$ cat config.mk
export PLATFORM = sky130hd
export DESIGN_NAME = slgo_top
export DESIGN_NICKNAME = d
export VERILOG_FILES = /design/src/rtl/slgo_pkg.sv /design/src/rtl/slgo_top.sv
export SDC_FILE = /design/constraint.sdc
export NUM_CORES = 2
export LEC_CHECK = 0
export ABC_AREA = 1
export BUFFER_PORTS_ARGS = -buffer_cell sky130_fd_sc_hd__buf_2
export CORE_ASPECT_RATIO = 1.4
export CORE_MARGIN = 5
export CORE_UTILIZATION = 45
export CTS_CLUSTER_DIAMETER = 80
export DETAILED_ROUTE_END_ITERATION = 8
export SLEW_MARGIN = 20
export SYNTH_ARGS = -nofsm -noshare
export SYNTH_HDL_FRONTEND = slang
export SYNTH_SLANG_ARGS = --single-unit
$ cat constraint.sdc
create_clock -name aclk -period 7.3 [get_ports aclk]
set_input_delay 0 -clock aclk [delete_from_list [all_inputs] [get_ports aclk]]
set_output_delay 0 -clock aclk [all_outputs]
set_load 0.02 [all_outputs]
$ cat src/rtl/slgo_pkg.sv
// constants for the output gain and offset conditioning stage
package slgo_pkg;
  localparam int          SAMPLE_W      = 18;
  localparam int          REG_W         = 16;
  localparam int          TBL_DEPTH     = 32;
  localparam int          TBL_IDX_W     = 5;
  localparam int          IDX_W         = 8;
  // printed register indexes; the byte address is four times the index
  localparam logic [7:0]  IDX_TAB_SHIFT = 8'hD2;
  localparam logic [7:0]  IDX_TBL_FIRST = 8'hD3;
  localparam logic [7:0]  IDX_TBL_LAST  = 8'hF2;
  localparam logic [7:0]  IDX_GAIN_A    = 8'hF3;
  localparam logic [7:0]  IDX_GAIN_B    = 8'hF4;
  localparam logic [7:0]  IDX_OFF_I0    = 8'hF5;
  localparam logic [7:0]  IDX_OFF_Q0    = 8'hF6;
  localparam logic [7:0]  IDX_OFF_I1    = 8'hF7;
  localparam logic [7:0]  IDX_OFF_Q1    = 8'hF8;
  localparam logic [7:0]  IDX_MODE      = 8'hF9;
  localparam logic [7:0]  IDX_STATUS    = 8'hFA;
  // reset values
  localparam logic [15:0] RST_TAB_SHIFT = 16'hFFFF;
  localparam logic [15:0] RST_ZERO      = 16'h0000;
  // field layout
  localparam int          SHIFT_FLD_W   = 4;
  localparam logic [5:0]  SHIFT_BIAS    = 6'h11;
  localparam int          GAIN_SIGN_BIT = 15;
  localparam int          GAIN_MAG_W    = 15;
  localparam int          GAIN_FRAC     = 13;
  localparam logic [15:0] GAIN_UNITY    = 16'h2000;
  localparam int          OFF_ALIGN     = 2;
  localparam int          MODE_TWO_CH   = 2;
  localparam int          STAT_SAT      = 0;
  // interpolator mode codes
  localparam logic [1:0]  INTERP_CPLX   = 2'h0;
  localparam logic [1:0]  INTERP_REAL2  = 2'h1;
  // axi answers
  localparam logic [1:0]  RESP_OKAY     = 2'h0;
  localparam logic [1:0]  RESP_SLVERR   = 2'h2;
  localparam int          PIPE_LAT      = 2;
endpackage

$ cat src/rtl/slgo_top.sv
// output gain, dc offset and limiter table registers with an axi4-lite slave
// What this block does
// - table shift field is low four bits, 0..15; shift applied is field plus 17
// - inverse gain table entries 0..31 ascend from 1.0 up to ratio g
// - every inverse gain entry is a full unsigned 16-bit coefficient
// - gain magnitude bits 14..0, 0x2000 is unity, boost up to nearly 4.0
// - gain bit 15 is sign; negative gain inverts port phase
// - zero gain register drives zero samples on that port
// - first gain scales port A, second gain scales port B independently
// - offsets are signed 16-bit, added to upper 16 bits of 18-bit samples
// - channel 0 offsets apply to port A, sole offsets in one-channel mode
// - channel 1 offsets apply to port B in two-channel mode
// - in real output modes each channel's I offset offsets its real samples
// - reset: table shift 0xFFFF, table, gains and offsets zero
// - gain and offset stay in the sample path even with limiter bypassed
// - interpolator mode 00 complex, 01 and 1x real output
`timescale 1ns/1ps
module slgo_top
  import slgo_pkg::*;
(
  // clock and reset
  input  wire logic                        aclk,
  input  wire logic                        aresetn,
  // axi4-lite write address and data
  input  wire logic [9:0]                  s_axi_awaddr,
  input  wire logic                        s_axi_awvalid,
  output logic                             s_axi_awready,
  input  wire logic [31:0]                 s_axi_wdata,
  input  wire logic [3:0]                  s_axi_wstrb,
  input  wire logic                        s_axi_wvalid,
  output logic                             s_axi_wready,
  output logic [1:0]                       s_axi_bresp,
  output logic                             s_axi_bvalid,
  input  wire logic                        s_axi_bready,
  // axi4-lite read
  input  wire logic [9:0]                  s_axi_araddr,
  input  wire logic                        s_axi_arvalid,
  output logic                             s_axi_arready,
  output logic [31:0]                      s_axi_rdata,
  output logic [1:0]                       s_axi_rresp,
  output logic                             s_axi_rvalid,
  input  wire logic                        s_axi_rready,
  // samples in from the interpolator, limiter bypassed or not
  input  wire logic                        in_valid,
  input  wire logic signed [SAMPLE_W-1:0]  in_a_i,
  input  wire logic signed [SAMPLE_W-1:0]  in_a_q,
  input  wire logic signed [SAMPLE_W-1:0]  in_b_i,
  input  wire logic signed [SAMPLE_W-1:0]  in_b_q,
  // samples out to the converter
  output logic                             out_valid,
  output logic signed [SAMPLE_W-1:0]       out_a_i,
  output logic signed [SAMPLE_W-1:0]       out_a_q,
  output logic signed [SAMPLE_W-1:0]       out_b_i,
  output logic signed [SAMPLE_W-1:0]       out_b_q,
  // limiter table lookup port
  input  wire logic [TBL_IDX_W-1:0]        tbl_index,
  output logic [REG_W-1:0]                 tbl_coef,
  output logic [5:0]                       limiter_shift_n
);
  import slgo_pkg::*;

  localparam logic signed [SAMPLE_W-1:0] SMAX = {1'b0, {(SAMPLE_W-1){1'b1}}};
  localparam logic signed [SAMPLE_W-1:0] SMIN = {1'b1, {(SAMPLE_W-1){1'b0}}};

  logic [REG_W-1:0] tab_shift_q;
  logic [REG_W-1:0] inv_gain_q [TBL_DEPTH];
  logic [REG_W-1:0] gain_a_q;
  logic [REG_W-1:0] gain_b_q;
  logic [REG_W-1:0] off_i0_q;
  logic [REG_W-1:0] off_q0_q;
  logic [REG_W-1:0] off_i1_q;
  logic [REG_W-1:0] off_q1_q;
  logic [2:0]       mode_q;
  logic             sat_q;
  logic             wr_go;
  logic [IDX_W-1:0] ar_idx;

  ////////////////////////////////////////////////////////////////////////////
  // helpers

  function automatic logic [REG_W-1:0] merge(input logic [REG_W-1:0] old, input logic [31:0] d,
                                             input logic [3:0] be);
    merge = old;
    if (be[0]) merge[7:0] = d[7:0];
    if (be[1]) merge[15:8] = d[15:8];
  endfunction

  // sign-magnitude gain, 13 fractional bits, clipped to the sample range
  function automatic logic signed [SAMPLE_W-1:0] scale(input logic signed [SAMPLE_W-1:0] s,
                                                       input logic [REG_W-1:0] g);
    logic signed [SAMPLE_W+GAIN_MAG_W:0] p;
    p = '0;
    p = s * $signed({1'b0, g[GAIN_MAG_W-1:0]});
    p = p >>> GAIN_FRAC;
    if (g[GAIN_SIGN_BIT]) p = -p;
    if (p > SMAX) scale = SMAX;
    else if (p < SMIN) scale = SMIN;
    else scale = p[SAMPLE_W-1:0];
  endfunction

  // offset lines up with the top 16 of the 18 sample bits
  function automatic logic signed [SAMPLE_W-1:0] offs(input logic signed [SAMPLE_W-1:0] s,
                                                      input logic [REG_W-1:0] o);
    logic signed [SAMPLE_W:0] t;
    t = '0;
    t = s + $signed({o, {OFF_ALIGN{1'b0}}});
    if (t > SMAX) offs = SMAX;
    else if (t < SMIN) offs = SMIN;
    else offs = t[SAMPLE_W-1:0];
  endfunction

  function automatic logic clips(input logic signed [SAMPLE_W-1:0] s, input logic [REG_W-1:0] g,
                                 input logic [REG_W-1:0] o);
    logic signed [SAMPLE_W+GAIN_MAG_W:0] p;
    logic signed [SAMPLE_W:0]            t;
    p = s * $signed({1'b0, g[GAIN_MAG_W-1:0]});
    p = p >>> GAIN_FRAC;
    t = s + $signed({o, {OFF_ALIGN{1'b0}}});
    clips = (p > SMAX) || (-p > SMAX) || (t > SMAX) || (t < SMIN);
  endfunction

  ////////////////////////////////////////////////////////////////////////////
  // axi4-lite write: both channels are taken together, after the master offers both

  assign wr_go = s_axi_awready && s_axi_awvalid && s_axi_wvalid;

  always_ff @(posedge aclk)
  begin
    if (!aresetn)
    begin
      s_axi_awready <= 1'b0;
      s_axi_wready  <= 1'b0;
      s_axi_bvalid  <= 1'b0;
      s_axi_bresp   <= RESP_OKAY;
    end
    else if (wr_go)
    begin
      s_axi_awready <= 1'b0;
      s_axi_wready  <= 1'b0;
      s_axi_bvalid  <= 1'b1;
      s_axi_bresp   <= (s_axi_awaddr[9:2] >= IDX_TAB_SHIFT && s_axi_awaddr[9:2] <= IDX_STATUS)
                       ? RESP_OKAY : RESP_SLVERR;
    end
    else if (s_axi_bvalid)
    begin
      if (s_axi_bready) s_axi_bvalid <= 1'b0;
    end
    else if (s_axi_awvalid && s_axi_wvalid)
    begin
      s_axi_awready <= 1'b1;
      s_axi_wready  <= 1'b1;
    end
  end

  // register stores; wstrb lanes 2 and 3 have no bits behind them
  always_ff @(posedge aclk)
  begin
    if (!aresetn)
    begin
      tab_shift_q <= RST_TAB_SHIFT;
      gain_a_q    <= RST_ZERO;
      gain_b_q    <= RST_ZERO;
      off_i0_q    <= RST_ZERO;
      off_q0_q    <= RST_ZERO;
      off_i1_q    <= RST_ZERO;
      off_q1_q    <= RST_ZERO;
      mode_q      <= '0;
      for (int k = 0; k < TBL_DEPTH; k++) inv_gain_q[k] <= RST_ZERO;
    end
    else if (wr_go)
    begin
      if (s_axi_awaddr[9:2] == IDX_TAB_SHIFT)
        tab_shift_q <= merge(tab_shift_q, s_axi_wdata, s_axi_wstrb);
      else if (s_axi_awaddr[9:2] >= IDX_TBL_FIRST && s_axi_awaddr[9:2] <= IDX_TBL_LAST)
        inv_gain_q[TBL_IDX_W'(s_axi_awaddr[9:2] - IDX_TBL_FIRST)] <=
          merge(inv_gain_q[TBL_IDX_W'(s_axi_awaddr[9:2] - IDX_TBL_FIRST)], s_axi_wdata, s_axi_wstrb);
      else if (s_axi_awaddr[9:2] == IDX_GAIN_A)
        gain_a_q <= merge(gain_a_q, s_axi_wdata, s_axi_wstrb);
      else if (s_axi_awaddr[9:2] == IDX_GAIN_B)
        gain_b_q <= merge(gain_b_q, s_axi_wdata, s_axi_wstrb);
      else if (s_axi_awaddr[9:2] == IDX_OFF_I0)
        off_i0_q <= merge(off_i0_q, s_axi_wdata, s_axi_wstrb);
      else if (s_axi_awaddr[9:2] == IDX_OFF_Q0)
        off_q0_q <= merge(off_q0_q, s_axi_wdata, s_axi_wstrb);
      else if (s_axi_awaddr[9:2] == IDX_OFF_I1)
        off_i1_q <= merge(off_i1_q, s_axi_wdata, s_axi_wstrb);
      else if (s_axi_awaddr[9:2] == IDX_OFF_Q1)
        off_q1_q <= merge(off_q1_q, s_axi_wdata, s_axi_wstrb);
      else if (s_axi_awaddr[9:2] == IDX_MODE && s_axi_wstrb[0])
        mode_q <= s_axi_wdata[2:0];
    end
  end

  ////////////////////////////////////////////////////////////////////////////
  // axi4-lite read

  assign ar_idx = s_axi_araddr[9:2];

  always_ff @(posedge aclk)
  begin
    if (!aresetn)
    begin
      s_axi_arready <= 1'b0;
      s_axi_rvalid  <= 1'b0;
      s_axi_rdata   <= '0;
      s_axi_rresp   <= RESP_OKAY;
    end
    else if (s_axi_arready && s_axi_arvalid)
    begin
      s_axi_arready <= 1'b0;
      s_axi_rvalid  <= 1'b1;
      s_axi_rresp   <= RESP_OKAY;
      s_axi_rdata   <= '0;
      if (ar_idx == IDX_TAB_SHIFT) s_axi_rdata[15:0] <= tab_shift_q;
      else if (ar_idx >= IDX_TBL_FIRST && ar_idx <= IDX_TBL_LAST)
        s_axi_rdata[15:0] <= inv_gain_q[TBL_IDX_W'(ar_idx - IDX_TBL_FIRST)];
      else if (ar_idx == IDX_GAIN_A) s_axi_rdata[15:0] <= gain_a_q;
      else if (ar_idx == IDX_GAIN_B) s_axi_rdata[15:0] <= gain_b_q;
      else if (ar_idx == IDX_OFF_I0) s_axi_rdata[15:0] <= off_i0_q;
      else if (ar_idx == IDX_OFF_Q0) s_axi_rdata[15:0] <= off_q0_q;
      else if (ar_idx == IDX_OFF_I1) s_axi_rdata[15:0] <= off_i1_q;
      else if (ar_idx == IDX_OFF_Q1) s_axi_rdata[15:0] <= off_q1_q;
      else if (ar_idx == IDX_MODE) s_axi_rdata[2:0] <= mode_q;
      else if (ar_idx == IDX_STATUS) s_axi_rdata[STAT_SAT] <= sat_q;
      else s_axi_rresp <= RESP_SLVERR;
    end
    else if (s_axi_rvalid)
    begin
      if (s_axi_rready) s_axi_rvalid <= 1'b0;
    end
    else if (s_axi_arvalid)
      s_axi_arready <= 1'b1;
  end

  ////////////////////////////////////////////////////////////////////////////
  // limiter table lookup and shift amount

  always_ff @(posedge aclk)
  begin
    if (!aresetn)
    begin
      tbl_coef        <= '0;
      limiter_shift_n <= '0;
    end
    else
    begin
      tbl_coef        <= inv_gain_q[tbl_index];
      limiter_shift_n <= 6'(tab_shift_q[SHIFT_FLD_W-1:0]) + SHIFT_BIAS;
    end
  end

  ////////////////////////////////////////////////////////////////////////////
  // sample path: stage 1 gain, stage 2 offset; always in line, limiter or not

  logic                       s1_valid_q;
  logic                       s1_zero_a_q;
  logic                       s1_zero_b_q;
  logic signed [SAMPLE_W-1:0] s1_a_i_q;
  logic signed [SAMPLE_W-1:0] s1_a_q_q;
  logic signed [SAMPLE_W-1:0] s1_b_i_q;
  logic signed [SAMPLE_W-1:0] s1_b_q_q;
  logic                       real_mode;
  logic [REG_W-1:0]           ob_i;
  logic [REG_W-1:0]           ob_q;
  logic [REG_W-1:0]           off_a_quad;

  always_ff @(posedge aclk)
  begin
    if (!aresetn)
    begin
      s1_valid_q  <= 1'b0;
      s1_zero_a_q <= 1'b1;
      s1_zero_b_q <= 1'b1;
      s1_a_i_q    <= '0;
      s1_a_q_q    <= '0;
      s1_b_i_q    <= '0;
      s1_b_q_q    <= '0;
    end
    else
    begin
      s1_valid_q  <= in_valid;
      s1_zero_a_q <= (gain_a_q == RST_ZERO);
      s1_zero_b_q <= (gain_b_q == RST_ZERO);
      s1_a_i_q    <= scale(in_a_i, gain_a_q);
      s1_a_q_q    <= scale(in_a_q, gain_a_q);
      s1_b_i_q    <= scale(in_b_i, gain_b_q);
      s1_b_q_q    <= scale(in_b_q, gain_b_q);
    end
  end

  // real modes carry real samples on both legs, so the I offset serves both
  assign real_mode = (mode_q[1:0] != INTERP_CPLX);
  assign off_a_quad = real_mode ? off_i0_q : off_q0_q;
  assign ob_i      = mode_q[MODE_TWO_CH] ? off_i1_q : off_i0_q;
  assign ob_q      = real_mode ? ob_i : (mode_q[MODE_TWO_CH] ? off_q1_q : off_q0_q);

  always_ff @(posedge aclk)
  begin
    if (!aresetn)
    begin
      out_valid <= 1'b0;
      out_a_i   <= '0;
      out_a_q   <= '0;
      out_b_i   <= '0;
      out_b_q   <= '0;
    end
    else
    begin
      out_valid <= s1_valid_q;
      // a zeroed gain mutes the port outright, offsets included
      out_a_i   <= s1_zero_a_q ? '0 : offs(s1_a_i_q, off_i0_q);
      out_a_q   <= s1_zero_a_q ? '0 : offs(s1_a_q_q, off_a_quad);
      out_b_i   <= s1_zero_b_q ? '0 : offs(s1_b_i_q, ob_i);
      out_b_q   <= s1_zero_b_q ? '0 : offs(s1_b_q_q, ob_q);
    end
  end

  // sticky clip flag; write one to clear, a clip in the same cycle wins
  always_ff @(posedge aclk)
  begin
    if (!aresetn)
      sat_q <= 1'b0;
    else if (in_valid && (clips(in_a_i, gain_a_q, RST_ZERO) || clips(in_b_i, gain_b_q, RST_ZERO)))
      sat_q <= 1'b1;
    else if (wr_go && s_axi_awaddr[9:2] == IDX_STATUS && s_axi_wstrb[0] && s_axi_wdata[STAT_SAT])
      sat_q <= 1'b0;
  end
endmodule

# Yosys cells after proc, flatten, opt, wreduce, memory -nomap -nowiden
# Memories as Yosys holds them, arrays and structs flattened. A register that Yosys moved wholly into a read port is not among the register bits.
# Index checks and enable logic that the tools add are counted.
dict set report totals {
  register_bits 294
  output_inout_bits 136
  ramBits 512
  wordCells 255
  n_memories 1
  in_bits 141
}
dict set report op_classes {
  n_mux 78
  n_eq_ne 20
  n_mul 4
  add_sub_neg 11
  bitwise_logic 11
  magnitude_cmp 30
  reduce_logical 56
}
# name depth word_bits read_ports rd_ports_with_merged_regs write_ports line
set memory_table {}
lappend memory_table {inv_gain_q 32 16 2 1 32 slgo_top.sv:66} ;# logic [REG_W-1:0] inv_gain_q [TBL_DEPTH];
# operator n
set op_table {}
lappend op_table {{34-bit 2-to-1 mux} 8}
lappend op_table {{34-bit by 18-bit greater-than comparator with 1-bit output (second input constant)} 6}
lappend op_table {{16-bit 2-to-1 mux} 12}
lappend op_table {{8-bit == test (second input constant)} 18}
lappend op_table {{18-bit 2-to-1 mux} 8}
lappend op_table {{34-bit by 18-bit less-than comparator with 1-bit output (second input constant)} 4}
lappend op_table {{18-bit by 16-bit multiplier with 34-bit output} 4}
lappend op_table {{17-bit 2-to-1 mux} 8}
lappend op_table {{21-bit negator with 34-bit output} 4}
lappend op_table {{8-bit 2-to-1 mux} 10}
lappend op_table {{18-bit by 18-bit adder with 19-bit output} 4}
lappend op_table {{19-bit by 18-bit greater-than comparator with 1-bit output (second input constant)} 4}
lappend op_table {{19-bit by 18-bit less-than comparator with 1-bit output (second input constant)} 4}
lappend op_table {{21-bit by 18-bit greater-than comparator with 1-bit output (second input constant)} 2}
lappend op_table {{18-bit greater-than comparator (second input constant)} 2}
lappend op_table {{18-bit less-than comparator (second input constant)} 2}
lappend op_table {{16-bit zero test} 2}
lappend op_table {{10-bit AND reduction} 3}
lappend op_table {{2-bit 2-to-1 mux} 13}
lappend op_table {{8-bit greater-or-equal comparator (second input constant)} 3}
lappend op_table {{8-bit less-or-equal comparator (second input constant)} 3}
lappend op_table {{9-bit AND reduction} 2}
lappend op_table {{1-bit 2-to-1 mux} 16}
lappend op_table {{8-bit AND reduction} 2}
lappend op_table {{19 further kinds} 66}

# Logic depth before layout (Yosys ltp)
dict set report logic_depth {
  word_depth 11
  depth_mapped 42
}

# Least setup slack after synthesis
# No wires, ideal clock.
dict set report synth_path {
  kind {register -> register}
  start {register gain_b_q[4]}
  end {register s1_b_q_q[10]}
  period_less_slack_ns 6.846
  setup_time_ns 0.140
  arrival_ns 6.706
  n_path_buf 3
  setup_slack_ns 0.454
  stages_incl_launch_ff 33
  path_cell_list {dfxtp_1 clkbuf_1 clkbuf_1 nand2_1 fa_1 inv_1 fa_1 fa_1 fa_1 inv_1 fa_1 fa_1 inv_1 ha_1 nand2_1 nor2_1 inv_1 nor2_1 and3_1 nand2_1 nand3_1 nand2_1 nor2_1 nand3_2 nor2_4 nand3_1 nand2_1 nand2_1 nor2_2 nand2_2 nand2_4 buf_12 a21oi_2}
}
dict set report synth_between {
  elab_chain_cells 7
  word_cells_on_any_way 8
  classes_between {1 x add/sub; 1 x mul; 2 x order compare; 4 x mux}
}
# element line
set synth_rtl {}
lappend synth_rtl {{start, declared} slgo_top.sv:68} ;# logic [REG_W-1:0] gain_b_q;
lappend synth_rtl {{start signal, assigned} slgo_top.sv:180} ;# gain_b_q <= merge(gain_b_q, s_axi_wdata, s_axi_wstrb);
lappend synth_rtl {{18-bit by 16-bit multiplier with 34-bit output *} slgo_top.sv:93} ;# p = s * $signed({1'b0, g[GAIN_MAG_W-1:0]});
lappend synth_rtl {{21-bit negator with 34-bit output} slgo_top.sv:95} ;# if (g[GAIN_SIGN_BIT]) p = -p;
lappend synth_rtl {{34-bit 2-to-1 mux *} slgo_top.sv:95}
lappend synth_rtl {{34-bit 2-to-1 mux *} slgo_top.sv:269} ;# if (!aresetn)
lappend synth_rtl {{34-bit by 18-bit less-than comparator with 1-bit output} slgo_top.sv:97} ;# else if (p < SMIN) scale = SMIN;
lappend synth_rtl {{18-bit 2-to-1 mux} slgo_top.sv:97}
lappend synth_rtl {{17-bit 2-to-1 mux *} slgo_top.sv:96} ;# if (p > SMAX) scale = SMAX;
lappend synth_rtl {{end signal, assigned} slgo_top.sv:287} ;# s1_b_q_q <= scale(in_b_q, gain_b_q);
lappend synth_rtl {{end, declared} slgo_top.sv:261} ;# logic signed [SAMPLE_W-1:0] s1_b_q_q;
# Every way passes the cells marked *; elsewhere a longest branch is shown, timed or not. The select of a mux whose other input is x is not followed.
# A chain may end at the register's enable or synchronous reset.

# Final worst setup path
dict set report layout_path {
  start {register gain_a_q[7]}
  end {register s1_a_i_q[7]}
}
dict set report layout_between {
  elab_chain_cells 7
  word_cells_on_any_way 8
  classes_between {1 x add/sub; 1 x mul; 2 x order compare; 4 x mux}
}
# element line
set layout_rtl {}
lappend layout_rtl {{start, declared} slgo_top.sv:67} ;# logic [REG_W-1:0] gain_a_q;
lappend layout_rtl {{start signal, assigned} slgo_top.sv:178} ;# gain_a_q <= merge(gain_a_q, s_axi_wdata, s_axi_wstrb);
lappend layout_rtl {{18-bit by 16-bit multiplier with 34-bit output *} slgo_top.sv:93}
lappend layout_rtl {{21-bit negator with 34-bit output} slgo_top.sv:95}
lappend layout_rtl {{34-bit 2-to-1 mux *} slgo_top.sv:95}
lappend layout_rtl {{34-bit 2-to-1 mux *} slgo_top.sv:269}
lappend layout_rtl {{34-bit by 18-bit less-than comparator with 1-bit output} slgo_top.sv:97}
lappend layout_rtl {{18-bit 2-to-1 mux} slgo_top.sv:97}
lappend layout_rtl {{17-bit 2-to-1 mux *} slgo_top.sv:96}
lappend layout_rtl {{end signal, assigned} slgo_top.sv:284} ;# s1_a_i_q <= scale(in_a_i, gain_a_q);
lappend layout_rtl {{end, declared} slgo_top.sv:258} ;# logic signed [SAMPLE_W-1:0] s1_a_i_q;
# Marked as above.

==> summary.txt <==
Run status
  • Status: completed

Yosys
  • Synth Area in Adders: 29.97%
  • Compound-Gate Fraction of Synth Area: 11.08%
  • Synth warn: 0
  • Sequential share of the synthesized area: 24.02%
  • Synth cell types: 67
  • Mux cell area share after synthesis: 0.3460%
  • Largest family of logic cells by synthesized area: adder cells
  • Post-Synthesis Cells: 11610
  • EDFF count, synth: 512
  • Cell Area, Synth: 0.08967 sq mm
  • Simple-gate share of the synthesized area: 20.53%
  • Post-synthesis register bit count: 820
  • Avg Cell Area, Syn: 7.721 sq um
  • Post-synthesis xor/xnor area fraction: 1.568%
  • Post-synth ARST share: 0%
  • Main flop type after synthesis: edfxtp_1

GRT
  • Total gr overflow: 0
  • Vias in the first global route: 80610
  • Total GRT Usage: 28.20%
  • First-pass GRT wire length: 460400 um
  • Largest net degree at the start of global routing: 179
  • Initial antenna violation count: 24

Detailed routing
  • Via count: 78700
  • DRC: 0
  • Via density: 5.494
  • ANT nets after route: 0
  • First DRT Iteration DRCs: 6792
  • DR pass1 iterations: 8
  • WL final: 303400 um
  • DR WL/cell: 21.18 um

Critical path
  • Max stage delay on crit path: 0.59 ns
  • R2R Path Start: gain_a_q[7]$_SDFFE_PN0P_
  • Crit path DAT: 7.60 ns
  • Crit path buf inv count: 6
  • Reg2Reg Setup Slack: 0.29 ns
  • Master of the slowest instance on the critical path: fa_1
  • CP required: 7.88 ns
  • Crit end category: flip-flop
  • CP Launch Type: flip-flop
  • CP delay by family, top: adder cells
  • Reg2Reg Depth: 30
  • Crit Path Class: reg2reg
  • CP dominant cell by count: nand2_1
  • Reg2reg end: s1_a_i_q[7]$_SDFF_PN0_
  • Crit Path Max Fanout: 12

Timing
  • Normalized max-slew margin: 19.92%
  • Slew @ Worst Pin: 1.189 ns
  • Minimum clock period: 7.014 ns
  • Period utilization: 96.08%
  • WHS: 0.1098 ns
  • Fin Clk Skew: 0.08044 ns
  • Setup TNS: 0 ns
  • Peak Freq: 142.6 MHz
  • Slew Viols, Final: 0
  • Endpoints failing hold: 0
  • Setup-failing EPs final: 0

Worst hold path
  • WHS Endpoint: off_q0_q[14]$_SDFFE_PN0P_
  • Hold Crit Class: in2reg
  • Hold Crit Start: s_axi_wstrb[1]
  • Hold depth: 5

Layout
  • Most frequent cells in the layout: nand2_1 (2429), inv_1 (2300), nor2_1 (1346)
  • Final Instance Count excl. Fillers: 14320
  • Most common cell after layout, fill and taps aside: nand2_1
  • Final Net Count: 13220
  • Final Core Density: 49.35%
  • Share of cells above drive strength 1: 7.789%
  • Area Growth Syn to Fin: 9.532%

Clock network
  • TritonCTS clock tree: built
  • Root Driver: clkbuf_16
  • Max Root-Sink Buffers: 3
  • Total clock sinks: 820
  • Worst skew pair latency: 0.74 ns
  • Total CTS buffers: 95
  • Clock transition at path regs: 0.06 ns
  • CTS H-tree depth: 3

Floorplanning
  • Core area: 0.1990 sq mm
  • IO Count: 277
  • Starting density of the core: 45.05%
  • Std cell rows: 194
  • Die span in y: 538.2 um
  • Die area: 0.2084 sq mm
  • DIE WIDTH: 387.3 um

Job
  • Max Cap Viol: 0

Power and ir drop
  • Max VDD drop: 0.2214 mV
  • Leak pwr: 49.04 nW
  • Pwr/cell area: 117.1 mW/mm^2
  • Design Power: 11.50 mW

Placement
  • RePlAce Congestion: 0.9655
  • Placed insts: 14060
  • DP Wirelength: 225400 um
  • PortBufs: 236
-- sequential cells by signal (all words and copies together), names as in the netlist, 3 cells and up --
name	count
off_q0_q	16
out_a_q	18
off_i1_q	16
s_axi_rdata	16
inv_gain_q	512
off_i0_q	16
tab_shift_q	16
tbl_coef	16
out_a_i	18
out_b_q	18
s1_b_i_q	18
off_q1_q	16
s1_a_q_q	18
s1_a_i_q	18
limiter_shift_n	6
gain_a_q	16
out_b_i	18
s1_b_q_q	18
mode_q	3
gain_b_q	16
-- Yosys cell counts (25+ instances only) --
cell type  number  area share, %
o211ai_1      123            1.0
buf_1          86           0.36
nand4_1        61           0.43
o22ai_1        26           0.18
nand2_2        83           0.58
dfxtp_1       308            6.9
o221ai_1      149            1.5
clkbuf_1      457            1.9
nor3_1         59           0.33
xor2_1        123            1.2
mux2i_1        31           0.35
nand3b_1       25           0.21
inv_1        2310            9.7
nand3_1       342            1.9
a31oi_1        38           0.27
nor2_2         35           0.24
a211oi_1       32           0.27
a21oi_1       407            2.3
o21ai_0       697            3.9
ha_1          407            5.7
fa_1         1088             24
nand2_1      2457             10
xnor2_1        32           0.31
nor2_1       1375            5.8
o32ai_1        52           0.51
edfxtp_1      512             17
-- cells by family after synthesis --
| family | after synthesis |
|---|---|
| xor+xnor | 158 |
| compound gates | 1660 |
| mux | 31 |
| buf+inv | 2929 |
| other cells | 1 |
| flops | 820 |
| simple gates | 4519 |
| fa+ha+maj | 1495 |
-- area by class of cell --
cell class	count	area [sq um]
antenna	8	20.02
inverter	2346	8833
clock buffer	143	2888
timing repair buffer	442	3578
fill	19490	100800
clock inverter	36	515.5
multi-input combinational	7883	57490
sequential	820	21580
tap	2646	3311
-- where the power goes --
group	internal (mW)	switching (mW)
logic	0.300	0.989
registers	5.01	0.0554
clock network	3.05	2.10
-- metal layers --
layer | vias up | GRT usage (%) | wire [um]
li1 | 36070 | - | -
met1 | 38270 | 33.34 | 111100
met2 | 3469 | 49.29 | 146700
met3 | 870 | 4.565 | 25520
met4 | 12 | 15.25 | 19970
met5 | - | 0 | 64
-- stage by stage --
| step | area, sq um | setup WS (ns) |
|---|---|---|
| detailed placement | 93350 | 0.06149 |
| global placement | 93350 | 0.1315 |
| finish | 98220 | 0.2864 |
| floorplan | 89730 | 0.4536 |
| global route | 98200 | -0.07093 |
| CTS | 97190 | 0.07405 |
-- worst reg2reg max path, delay by kind of cell (launching register included) --
kind | cells | cell delay [ns]
and+or+nand+nor | 16 | 2.22
DFF | 1 | 0.40
buffers and inverters | 6 | 0.67
AOI/OAI and AO/OA | 1 | 0.17
adders and majority gates | 7 | 3.42
-- how the worst max path moves through the flow --
stage | from | endpoint | slack [ns] | cells after the start
2_1_floorplan | gain_b_q[4]$_SDFFE_PN0P_ | s1_b_q_q[10]$_SDFF_PN0_ | 0.45 | 32
3_3_place_gp | gain_b_q[1]$_SDFFE_PN0P_ | sat_q$_SDFFE_PN0P_ | 0.13 | 30
3_5_place_dp | gain_b_q[1]$_SDFFE_PN0P_ | sat_q$_SDFFE_PN0P_ | 0.06 | 30
4_1_cts | gain_b_q[1]$_SDFFE_PN0P_ | sat_q$_SDFFE_PN0P_ | 0.07 | 31
5_1_grt | gain_b_q[6]$_SDFFE_PN0P_ | s1_b_i_q[1]$_SDFF_PN0_ | -0.07 | 35
6_report | gain_a_q[7]$_SDFFE_PN0P_ | s1_a_i_q[7]$_SDFF_PN0_ | 0.29 | 30
-- timing repair --
| item | CTS | global route |
|---|---|---|
| gates resized for setup | 0 | 161 |
| setup buffers | 0 | 18 |
| setup endpoints to repair | 0 | 70 |
| hold endpoints to repair | 132 | 0 |
| hold buffers | 44 | 0 |
No activity file was read; power rests on OpenSTA's default activity.
